$ cat config.mk
export PLATFORM = sky130hd
export DESIGN_NAME = wdt_top
export DESIGN_NICKNAME = d
export VERILOG_FILES = /design/src/include/wdt_pkg.sv /design/src/hdl/wdt_top.sv /design/src/hdl/wdt_unlock.sv /design/src/hdl/wdt_divider.sv
export SDC_FILE = /design/constraint.sdc
export NUM_CORES = 1
export LEC_CHECK = 0
export BUFFER_PORTS_ARGS = -buffer_cell sky130_fd_sc_hd__buf_2
export CAP_MARGIN = 40
export CORE_MARGIN = 1
export CORE_UTILIZATION = 60
export CTS_BUF_LIST = sky130_fd_sc_hd__clkbuf_2 sky130_fd_sc_hd__clkbuf_4 sky130_fd_sc_hd__clkbuf_8
export CTS_CLUSTER_DIAMETER = 80
export DETAILED_ROUTE_END_ITERATION = 10
export GPL_ROUTABILITY_DRIVEN = 0
export GPL_TIMING_DRIVEN = 1
export PLACE_DENSITY = 0.9
export SYNTH_ARGS = -nofsm -noshare
export SYNTH_HDL_FRONTEND = slang
export SYNTH_SLANG_ARGS = --single-unit
$ cat constraint.sdc
create_clock -name clk_sys -period 3.25 [get_ports clk_sys]
set_input_delay 0.1625 -clock clk_sys [delete_from_list [all_inputs] [get_ports clk_sys]]
set_output_delay 0.1625 -clock clk_sys [all_outputs]
set_load 0.05 [all_outputs]
$ cat src/include/wdt_pkg.sv
// Watchdog timer unit: register map, field positions, reset values and timing counts
package wdt_pkg;

    // APB word offsets (byte addresses)
    localparam logic [7:0] OFS_CLOCK_CONTROL    = 8'h00;
    localparam logic [7:0] OFS_WATCHDOG_CONTROL = 8'h04;
    localparam logic [7:0] OFS_UNLOCK           = 8'h08;
    localparam logic [7:0] OFS_INT_ENABLE       = 8'h0C;
    localparam logic [7:0] OFS_EVT_STATUS       = 8'h10;
    localparam logic [7:0] OFS_EVT_CLEAR        = 8'h14;
    localparam logic [7:0] OFS_EVT_ENABLE       = 8'h18;

    // Clock control register fields
    localparam int SEL_HI_BIT = 7;
    localparam int SEL_LO_BIT = 6;

    // Watchdog control register fields
    localparam int SERIAL_DOUBLE_BIT = 7;
    localparam int POWER_ON_FLAG_BIT = 6;
    localparam int TIMEOUT_FLAG_BIT  = 3;
    localparam int CAUSE_FLAG_BIT    = 2;
    localparam int RESET_ENABLE_BIT  = 1;
    localparam int RESTART_BIT       = 0;

    // Interrupt enable register fields
    localparam int GLOBAL_IE_BIT = 1;
    localparam int WDOG_IE_BIT   = 0;

    // Event status bits
    localparam int EVT_TIMEOUT_BIT = 0;
    localparam int EVT_RESET_BIT   = 1;
    localparam int EVT_WIDTH       = 2;

    // Unlock sequence
    localparam logic [7:0] UNLOCK_FIRST  = 8'hAA;
    localparam logic [7:0] UNLOCK_SECOND = 8'h55;

    // Reset values
    localparam logic [7:0] CLOCK_CONTROL_RESET = 8'h00;
    localparam logic [1:0] INT_ENABLE_RESET    = 2'h0;

    // Timing
    localparam int CLK_PERIOD_NS          = 100;
    localparam int STATES_PER_MACHINE     = 4;
    localparam int UNLOCK_MACHINE_CYCLES  = 3;
    localparam int RESET_MACHINE_CYCLES   = 2;
    localparam int POST_TIMEOUT_CLOCKS    = 512;
    localparam int UNLOCK_CLOCKS          = UNLOCK_MACHINE_CYCLES * STATES_PER_MACHINE;
    localparam int RESET_CLOCKS           = RESET_MACHINE_CYCLES * STATES_PER_MACHINE;

    // Default divider taps per selection code
    localparam int TAP_CODE0 = 17;
    localparam int TAP_CODE1 = 20;
    localparam int TAP_CODE2 = 23;
    localparam int TAP_CODE3 = 26;

    typedef enum logic [1:0] {
        WDT_COUNTING,
        WDT_GRACE,
        WDT_RESETTING
    } wdt_state_t;

endpackage : wdt_pkg

$ cat src/hdl/wdt_top.sv
// Watchdog timer unit with APB register access, timed-access protection and reset generation
`timescale 1ns/1ps
`default_nettype none
module wdt_top #(
    parameter int TAP0        = wdt_pkg::TAP_CODE0,
    parameter int TAP1        = wdt_pkg::TAP_CODE1,
    parameter int TAP2        = wdt_pkg::TAP_CODE2,
    parameter int TAP3        = wdt_pkg::TAP_CODE3,
    parameter int GRACE_COUNT = wdt_pkg::POST_TIMEOUT_CLOCKS
) (
    // Clock and reset
    input  wire logic        clk_sys,
    input  wire logic        reset,
    // Power events (same clock domain)
    input  wire logic        power_on_reset,
    input  wire logic        power_down_reset,
    // APB slave
    input  wire logic        psel,
    input  wire logic        penable,
    input  wire logic        pwrite,
    input  wire logic [7:0]  paddr,
    input  wire logic [31:0] pwdata,
    output logic [31:0]      prdata,
    output logic             pready,
    output logic             pslverr,
    // Outputs
    output logic             watchdog_irq,
    output logic             event_irq,
    output logic             system_reset_out
);
    localparam int RC_W = $clog2(wdt_pkg::RESET_CLOCKS + 1);
    localparam int GC_W = $clog2(GRACE_COUNT + 1);

    logic [7:0]            clock_control_reg;
    logic                  serial_double;
    logic                  power_on_flag;
    logic                  timeout_flag;
    logic                  watchdog_reset_cause_flag;
    logic                  watchdog_reset_enable;
    logic                  watchdog_restart;
    logic                  global_interrupt_enable;
    logic                  watchdog_interrupt_enable;
    logic [wdt_pkg::EVT_WIDTH-1:0] evt_status;
    logic [wdt_pkg::EVT_WIDTH-1:0] evt_enable;
    logic [wdt_pkg::EVT_WIDTH-1:0] evt_set;

    wdt_pkg::wdt_state_t   state;
    logic [GC_W-1:0]       grace_cnt;
    logic [RC_W-1:0]       reset_cnt;
    logic [1:0]            phase;

    logic                  access;
    logic                  wr;
    logic                  mapped;
    logic                  wr_watchdog_control_reg;
    logic                  unlock_wr;
    logic                  window_open;
    logic                  timeout_pulse;
    logic                  wdog_fires;
    logic                  internal_clear;
    logic                  reset_last;

    // Zero-wait APB slave: every access completes in its access phase
    assign access = psel && penable;
    assign wr     = access && pwrite;
    // Unmapped offsets answer with an error and change nothing
    always_comb begin
        unique case (paddr)
            wdt_pkg::OFS_CLOCK_CONTROL, wdt_pkg::OFS_WATCHDOG_CONTROL, wdt_pkg::OFS_UNLOCK,
            wdt_pkg::OFS_INT_ENABLE, wdt_pkg::OFS_EVT_STATUS, wdt_pkg::OFS_EVT_CLEAR,
            wdt_pkg::OFS_EVT_ENABLE: mapped = 1'b1;
            default:                 mapped = 1'b0;
        endcase
    end
    assign wr_watchdog_control_reg  = wr && paddr == wdt_pkg::OFS_WATCHDOG_CONTROL;
    assign unlock_wr = wr && paddr == wdt_pkg::OFS_UNLOCK;

    // Watchdog resets everything but the sequencer, the APB response, the power-related bits and the event status, enable and event_irq logic
    assign internal_clear = reset || (state == wdt_pkg::WDT_RESETTING);

    // A watchdog reset also closes an open unlock window
    wdt_unlock #(
        .WINDOW_CLOCKS(wdt_pkg::UNLOCK_CLOCKS)
    ) u_unlock (
        .clk_sys    (clk_sys),
        .reset      (internal_clear),
        .unlock_wr  (unlock_wr),
        .unlock_data(pwdata[7:0]),
        .window_open(window_open)
    );

    // Divider is cleared by a watchdog reset too, so each run starts from zero
    wdt_divider #(
        .WIDTH(TAP3),
        .TAP0 (TAP0),
        .TAP1 (TAP1),
        .TAP2 (TAP2),
        .TAP3 (TAP3)
    ) u_divider (
        .clk_sys        (clk_sys),
        .reset          (internal_clear),
        .restart        (watchdog_restart),
        .interval_select({clock_control_reg[wdt_pkg::SEL_HI_BIT], clock_control_reg[wdt_pkg::SEL_LO_BIT]}),
        .timeout_pulse  (timeout_pulse)
    );

    // Clock control register: unprotected
    always_ff @(posedge clk_sys) begin
        if (internal_clear) begin
            clock_control_reg <= wdt_pkg::CLOCK_CONTROL_RESET;
        end else if (wr && paddr == wdt_pkg::OFS_CLOCK_CONTROL) begin
            clock_control_reg <= pwdata[7:0];
        end
    end

    always_ff @(posedge clk_sys) begin
        if (internal_clear) begin
            global_interrupt_enable   <= wdt_pkg::INT_ENABLE_RESET[wdt_pkg::GLOBAL_IE_BIT];
            watchdog_interrupt_enable <= wdt_pkg::INT_ENABLE_RESET[wdt_pkg::WDOG_IE_BIT];
        end else if (wr && paddr == wdt_pkg::OFS_INT_ENABLE) begin
            global_interrupt_enable   <= pwdata[wdt_pkg::GLOBAL_IE_BIT];
            watchdog_interrupt_enable <= pwdata[wdt_pkg::WDOG_IE_BIT];
        end
    end

    always_ff @(posedge clk_sys) begin
        if (internal_clear) begin
            serial_double <= 1'b0;
        end else if (wr_watchdog_control_reg) begin
            serial_double <= pwdata[wdt_pkg::SERIAL_DOUBLE_BIT];
        end
    end

    // Power-on flag: set by power-up, cleared only by protected write
    always_ff @(posedge clk_sys) begin
        if (power_on_reset) begin
            power_on_flag <= 1'b1;
        end else if (wr_watchdog_control_reg && window_open) begin
            power_on_flag <= pwdata[wdt_pkg::POWER_ON_FLAG_BIT];
        end
    end

    // Reset enable survives external and watchdog resets
    always_ff @(posedge clk_sys) begin
        if (power_on_reset) begin
            watchdog_reset_enable <= 1'b0;
        end else if (wr_watchdog_control_reg && window_open) begin
            watchdog_reset_enable <= pwdata[wdt_pkg::RESET_ENABLE_BIT];
        end
    end

    // Restart bit self-clears one clock after it is written
    always_ff @(posedge clk_sys) begin
        if (internal_clear) begin
            watchdog_restart <= 1'b0;
        end else if (wr_watchdog_control_reg && window_open && pwdata[wdt_pkg::RESTART_BIT]) begin
            watchdog_restart <= 1'b1;
        end else begin
            watchdog_restart <= 1'b0;
        end
    end

    // Time-out flag: hardware set wins over a software clear
    always_ff @(posedge clk_sys) begin
        if (internal_clear) begin
            timeout_flag <= 1'b0;
        end else if (timeout_pulse) begin
            timeout_flag <= 1'b1;
        end else if (wr_watchdog_control_reg && window_open) begin
            timeout_flag <= pwdata[wdt_pkg::TIMEOUT_FLAG_BIT];
        end
    end

    // Cause flag: untouched by external reset, cleared by power events
    always_ff @(posedge clk_sys) begin
        if (power_on_reset || power_down_reset) begin
            watchdog_reset_cause_flag <= 1'b0;
        end else if (wdog_fires) begin
            watchdog_reset_cause_flag <= 1'b1;
        end else if (wr_watchdog_control_reg && !pwdata[wdt_pkg::CAUSE_FLAG_BIT]) begin
            watchdog_reset_cause_flag <= 1'b0;
        end
    end

    // A restart in the last grace cycle still beats the reset
    assign wdog_fires = (state == wdt_pkg::WDT_GRACE) && (grace_cnt == GC_W'(1))
                        && !watchdog_restart && watchdog_reset_enable;

    // Final clock of the last machine cycle of the reset pulse
    assign reset_last = (state == wdt_pkg::WDT_RESETTING) && (reset_cnt == RC_W'(1))
                        && (phase == 2'(wdt_pkg::STATES_PER_MACHINE - 1));

    // Post-time-out grace and reset pulse sequencer
    always_ff @(posedge clk_sys) begin
        if (reset) begin
            state     <= wdt_pkg::WDT_COUNTING;
            grace_cnt <= '0;
            reset_cnt <= '0;
        end else begin
            unique case (state)
                wdt_pkg::WDT_COUNTING: begin
                    if (timeout_pulse) begin
                        state     <= wdt_pkg::WDT_GRACE;
                        grace_cnt <= GC_W'(GRACE_COUNT);
                    end
                end
                wdt_pkg::WDT_GRACE: begin
                    if (watchdog_restart) begin
                        state <= wdt_pkg::WDT_COUNTING;
                    end else if (grace_cnt == GC_W'(1)) begin
                        if (watchdog_reset_enable) begin
                            state     <= wdt_pkg::WDT_RESETTING;
                            reset_cnt <= RC_W'(wdt_pkg::RESET_MACHINE_CYCLES);
                        end else begin
                            state <= wdt_pkg::WDT_COUNTING;
                        end
                    end else begin
                        grace_cnt <= grace_cnt - GC_W'(1);
                    end
                end
                wdt_pkg::WDT_RESETTING: begin
                    if (phase == 2'(wdt_pkg::STATES_PER_MACHINE - 1)) begin
                        if (reset_cnt == RC_W'(1)) begin
                            state <= wdt_pkg::WDT_COUNTING;
                        end
                        reset_cnt <= reset_cnt - RC_W'(1);
                    end
                end
                // Spare encoding of the 2-bit state falls back to counting
                default: begin
                    state <= wdt_pkg::WDT_COUNTING;
                end
            endcase
        end
    end

    // Machine-cycle state counter; realigned as a watchdog reset begins so the pulse spans whole cycles
    always_ff @(posedge clk_sys) begin
        if (reset || wdog_fires) begin
            phase <= 2'h0;
        end else begin
            phase <= phase + 2'h1;
        end
    end

    // Reset output registered from the sequencer
    always_ff @(posedge clk_sys) begin
        if (reset) begin
            system_reset_out <= 1'b0;
        end else begin
            system_reset_out <= (state == wdt_pkg::WDT_RESETTING && !reset_last) || wdog_fires;
        end
    end

    // Interrupt request independent of reset path
    // Registered so the pin cannot glitch while enables are rewritten
    always_ff @(posedge clk_sys) begin
        if (internal_clear) begin
            watchdog_irq <= 1'b0;
        end else begin
            watchdog_irq <= timeout_flag && watchdog_interrupt_enable && global_interrupt_enable;
        end
    end

    // Sticky event status; set wins over clear
    assign evt_set[wdt_pkg::EVT_TIMEOUT_BIT] = timeout_pulse;
    assign evt_set[wdt_pkg::EVT_RESET_BIT]   = wdog_fires;
    generate
        for (genvar i = 0; i < wdt_pkg::EVT_WIDTH; i++) begin : g_evt
            always_ff @(posedge clk_sys) begin
                if (reset) begin
                    evt_status[i] <= 1'b0;
                end else if (evt_set[i]) begin
                    evt_status[i] <= 1'b1;
                end else if (wr && paddr == wdt_pkg::OFS_EVT_CLEAR && pwdata[i]) begin
                    evt_status[i] <= 1'b0;
                end
            end
        end
    endgenerate

    // Event enable is unprotected and cleared only by the external reset
    always_ff @(posedge clk_sys) begin
        if (reset) begin
            evt_enable <= '0;
        end else if (wr && paddr == wdt_pkg::OFS_EVT_ENABLE) begin
            evt_enable <= pwdata[wdt_pkg::EVT_WIDTH-1:0];
        end
    end

    // Level output: stays high until the status bit or its enable bit is cleared
    always_ff @(posedge clk_sys) begin
        if (reset) begin
            event_irq <= 1'b0;
        end else begin
            event_irq <= |(evt_status & evt_enable);
        end
    end

    // Registered read data, ready and error in the setup phase for the access phase
    always_ff @(posedge clk_sys) begin
        if (reset) begin
            prdata  <= 32'h0000_0000;
            pready  <= 1'b0;
            pslverr <= 1'b0;
        end else begin
            pready  <= psel && !penable;
            pslverr <= psel && !penable && !mapped;
            prdata  <= 32'h0000_0000;
            if (psel && !penable && !pwrite) begin
                unique case (paddr)
                    wdt_pkg::OFS_CLOCK_CONTROL:    prdata <= {24'h00_0000, clock_control_reg};
                    wdt_pkg::OFS_WATCHDOG_CONTROL: prdata <= {24'h00_0000, serial_double, power_on_flag, 2'b00,
                                                              timeout_flag, watchdog_reset_cause_flag,
                                                              watchdog_reset_enable, watchdog_restart};
                    wdt_pkg::OFS_INT_ENABLE:       prdata <= {30'h0000_0000, global_interrupt_enable,
                                                              watchdog_interrupt_enable};
                    wdt_pkg::OFS_EVT_STATUS:       prdata <= {30'h0000_0000, evt_status};
                    wdt_pkg::OFS_EVT_ENABLE:       prdata <= {30'h0000_0000, evt_enable};
                    default:                       prdata <= 32'h0000_0000;
                endcase
            end
        end
    end
endmodule : wdt_top
`default_nettype wire

$ cat src/hdl/wdt_unlock.sv
// Timed-access unlock sequencer for protected watchdog control bits
`timescale 1ns/1ps
`default_nettype none
module wdt_unlock #(
    parameter int WINDOW_CLOCKS = wdt_pkg::UNLOCK_CLOCKS
) (
    // Clock and reset
    input  wire logic       clk_sys,
    input  wire logic       reset,
    // Unlock register write strobe
    input  wire logic       unlock_wr,
    input  wire logic [7:0] unlock_data,
    // Window state
    output logic            window_open
);
    localparam int CW = $clog2(WINDOW_CLOCKS + 1);

    logic          first_seen;
    logic [CW-1:0] remaining;

    // Second byte must be the very next unlock write
    always_ff @(posedge clk_sys) begin
        if (reset) begin
            first_seen <= 1'b0;
        end else if (unlock_wr) begin
            first_seen <= (unlock_data == wdt_pkg::UNLOCK_FIRST);
        end
    end

    always_ff @(posedge clk_sys) begin
        if (reset) begin
            remaining <= '0;
        end else if (unlock_wr && first_seen && unlock_data == wdt_pkg::UNLOCK_SECOND) begin
            remaining <= CW'(WINDOW_CLOCKS);
        end else if (remaining != '0) begin
            remaining <= remaining - CW'(1);
        end
    end

    assign window_open = (remaining != '0);
endmodule : wdt_unlock
`default_nettype wire

$ cat src/hdl/wdt_divider.sv
// Free-running watchdog divider chain with selectable time-out tap
`timescale 1ns/1ps
`default_nettype none
module wdt_divider #(
    parameter int WIDTH = wdt_pkg::TAP_CODE3,
    parameter int TAP0  = wdt_pkg::TAP_CODE0,
    parameter int TAP1  = wdt_pkg::TAP_CODE1,
    parameter int TAP2  = wdt_pkg::TAP_CODE2,
    parameter int TAP3  = wdt_pkg::TAP_CODE3
) (
    // Clock and reset
    input  wire logic       clk_sys,
    input  wire logic       reset,
    // Control
    input  wire logic       restart,
    input  wire logic [1:0] interval_select,
    // Time-out pulse
    output logic            timeout_pulse
);
    logic [WIDTH-1:0] chain;
    logic [WIDTH-1:0] next_chain;
    logic [WIDTH:0]   sum;
    logic             carry;

    assign sum = {1'b0, chain} + {{WIDTH{1'b0}}, 1'b1};
    assign next_chain = sum[WIDTH-1:0];

    // Chain restarts from zero on restart
    always_ff @(posedge clk_sys) begin
        if (reset || restart) begin
            chain <= '0;
        end else begin
            chain <= next_chain;
        end
    end

    // Tap rollover: all bits below the selected tap set
    always_comb begin
        carry = 1'b0;
        unique case (interval_select)
            2'd0: carry = &chain[TAP0-1:0];
            2'd1: carry = &chain[TAP1-1:0];
            2'd2: carry = &chain[TAP2-1:0];
            2'd3: carry = &chain[TAP3-1:0];
        endcase
    end

    assign timeout_pulse = carry && !restart;
endmodule : wdt_divider
`default_nettype wire

==> impl_metrics.csv <==
group,metric,value,unit
floorplanning,rows,28,
synth,synth-adder-area-share,2.60,%
finish,drive_gt1_share,13.6,%
sta,tns,0,ps
synth,synthSimpleGateAreaFrac,25.5,%
sta,setup_viol,0,
drt,drtPass1Iterations,5,
synth,synth.distinct_cells,58,
sta,fin_crit_sh,71.8,%
hold_path,whs_path_depth,2,
sta,maxSlewViolCount,0,
critical_path,critPathKind,"flop to flop",
drt,antenna_left,0,
sta,fmax,428,MHz
power,leakage,0.00171,uW
critical_path,startpoint_type,"flop",
drt,drc,0,
place,numPortBuffers,35,
sta,finalCriticalPeriod,2330,ps
synth,netlist_area,3850,um^2
finish,fin_nets,536,
power,internal_power,1660,uW
synth,syn-mean-instance-area,8.56,um^2
finish,top_regs,"u_divider.chain (26), grace_cnt (10)",
grt,grt_pass1_wl,13.2,mm
grt,grt_remaining_overflow,0,
finish,syn_to_final_growth,10.3,%
synth,synth-compound-area-share,12.5,%
place,dp_cells,544,
finish,fin_area,4250,um^2
synth,synth_mux_area_share,2.89,%
clocking,clk_latency,360,ps
power,sw_frac_of_total,24.9,%
synth,synth_xor_xnor_area_share,5.68,%
drt,drt-initial-drc-count,253,
critical_path,ff2ff_path_depth,9,
synth,synth_top_family_by_area,"simple AND/OR/NAND/NOR gates",
flow_run,drv_cap,0,
sta,finClkSkew,11.4,ps
power,power_density,522,nW/um^2
sta,relSlewSlack,43.9,%
clocking,cts.clk_slew.worst_paths,80,ps
critical_path,crit_fanout,13,
floorplanning,core_area,6060,um^2
sta,tightestPinTransition,836,ps
place,post-place-ws,1010,ps
floorplanning,ios,84,
power,pwr-share-comb,11.0,%
critical_path,worstPathRequired,3510,ps
clocking,clock-sinks,82,
clocking,cts_root_buffer,"clkbuf_8",
power,ir_drop,0.319,mV
synth,ys_seq_elements,82,
clocking,postCtsSetupBuffers,0,
place,hpwlAfterDp,5.49,mm
floorplanning,start_util,63.6,%
synth,netlist_instances,450,
grt,grtUsageTotal,26.1,%
outcome,outcome,"finished clean",
finish,n_fill_cell,450,
clocking,post_cts_resized,0,
grt,antenna_found_initial,0,
drt,wire_per_inst,14.7,um
clocking,numCtsBuffers,9,
grt,grt_start_max_net_pins,27,
finish,final_cell_mix,"dfxtp_1, nor2_1, buf_2, nand2_1, nand3_1",
finish,diodes,0,
grt,grt_pass1_vias,2883,
drt,via_count,3334,
power,p_sw,553,uW
finish,largest_register_ffs,26,
synth,ys.flop_type,"dfxtp_1",
critical_path,crit_arrival,2590,ps
floorplanning,dieArea,6750,um^2
clocking,hold_buffers,1,
hold_path,hold_path.class,"input port to flop",
clocking,htree_num_levels,3,
sta,setup_ws,915,ps
drt,routed_wl,8.23,mm
place,dpl-instance-area,3980,um^2
clocking,cts_tree,"yes",
floorplanning,die_y,82.1,um
floorplanning,die_w,82.1,um
synth,synth_seq_area_share,42.6,%
clocking,cts.path.max_buffers,2,
power,power_frac_clock,41.8,%
synth,synth_warnings,0,
critical_path,end_kind,"flop",
synth,ys_async_sr_fraction,0,%
finish,final_cells,561,
sta,fin_hold_ws,20.1,ps
finish,final_common_cell,"dfxtp_1",
power,p_seq_share,47.2,%
sta,rsz0062_at_grt,"false",
finish,top_register,"u_divider.chain",
drt,viasPerCell,5.94,
synth,synth-edff-count,0,
sta,hold_viol,0,
==> worst max-delay path, cell delays in order, from the launching register on <==
cell and delay (ps):
dfxtp_1 340, ha_1 230, nand3_1 210, nor3_2 80
buf_4 170, and2_1 140, ha_1 180, nand2_1 70
nand3_1 400, a221oi_1 420
==> power groups by stage <==
stage          sequential [uW]  clock, uW  combinational, uW
2_1_floorplan             1070          0                204
3_3_place_gp              1070          0                221
3_5_place_dp              1070          0                231
4_1_cts                   1050        931                242
5_1_grt                   1050        985                264
6_report                  1050        926                244
==> through the flow <==
step,power (uW),util (%)
2_1_floorplan,1270,-
3_5_place_dp,1300,65.7
6_report,2220,70.1
5_1_grt,2300,70.1
3_3_place_gp,1290,65.7
4_1_cts,2220,70.1
==> cell type report <==
cell class / count / area [um^2] / share of cell area [%]
clock buffers: 12 / 159 / 3.74
clock inverters: 4 / 97.6 / 2.30
inverters: 15 / 56.3 / 1.33
multi-input cells: 334 / 1990 / 46.9
flip-flops and latches: 82 / 1640 / 38.6
well taps: 75 / 93.8 / 2.21
repair buffers: 39 / 208 / 4.89
==> cells in the mapped netlist, types with 3 or more instances <==
master / instances / area share (%)
or3_1: 11 / 1.8
clkbuf_1: 16 / 1.6
nor4_1: 3 / 0.49
xor2_1: 15 / 3.4
o31ai_1: 3 / 0.58
nand4_1: 11 / 1.8
a22oi_1: 7 / 1.4
ha_1: 8 / 2.6
a211oi_1: 3 / 0.58
nor2b_1: 4 / 0.65
nand2_1: 29 / 2.8
inv_1: 15 / 1.5
and3_1: 13 / 2.1
nand3_1: 28 / 3.6
dfxtp_1: 82 / 43
nor2_1: 64 / 6.2
a21oi_1: 26 / 3.4
nor3_1: 9 / 1.2
xnor2_1: 10 / 2.3
o21ai_0: 13 / 1.7
buf_4: 24 / 4.7
mux2i_1: 10 / 2.6
a311oi_1: 4 / 0.91
a41oi_1: 3 / 0.68
==> layer usage <==
metal,vias up,wire (um),global-route usage (%)
met4,0,253,14.9
li1,1597,-,-
met2,155,3920,41.6
met1,1558,3460,32.3
met3,24,591,5.93
met5,-,0,0
==> cells by family (layout without fill, tap and decap cells) <==
kind of cell               after synthesis  after routing
muxes                                   11             11
adders and majority gates                8              8
and+or+nand+nor                        194            194
AOI/OAI and AO/OA                       72             72
xor gates and xnor gates                25             25
buffers and inverters                   57             70
DFF                                     82             82
other                                    1             24
==> final timing paths <==
| path | endpoint | slack [ps] | start |
|---|---|---|---|
| setup / recovery | system_reset_out$_SDFF_PP0_ | 920 | u_divider.chain[0]$_SDFF_PP0_ |
| hold / removal | watchdog_reset_cause_flag$_SDFFE_PP0P_ | 20 | power_on_reset |
| setup reg to reg | system_reset_out$_SDFF_PP0_ | 920 | u_divider.chain[0]$_SDFF_PP0_ |
| hold reg to reg | phase[0]$_SDFF_PP0_ | 430 | phase[0]$_SDFF_PP0_ |
(Power assumes the default switching activity.)
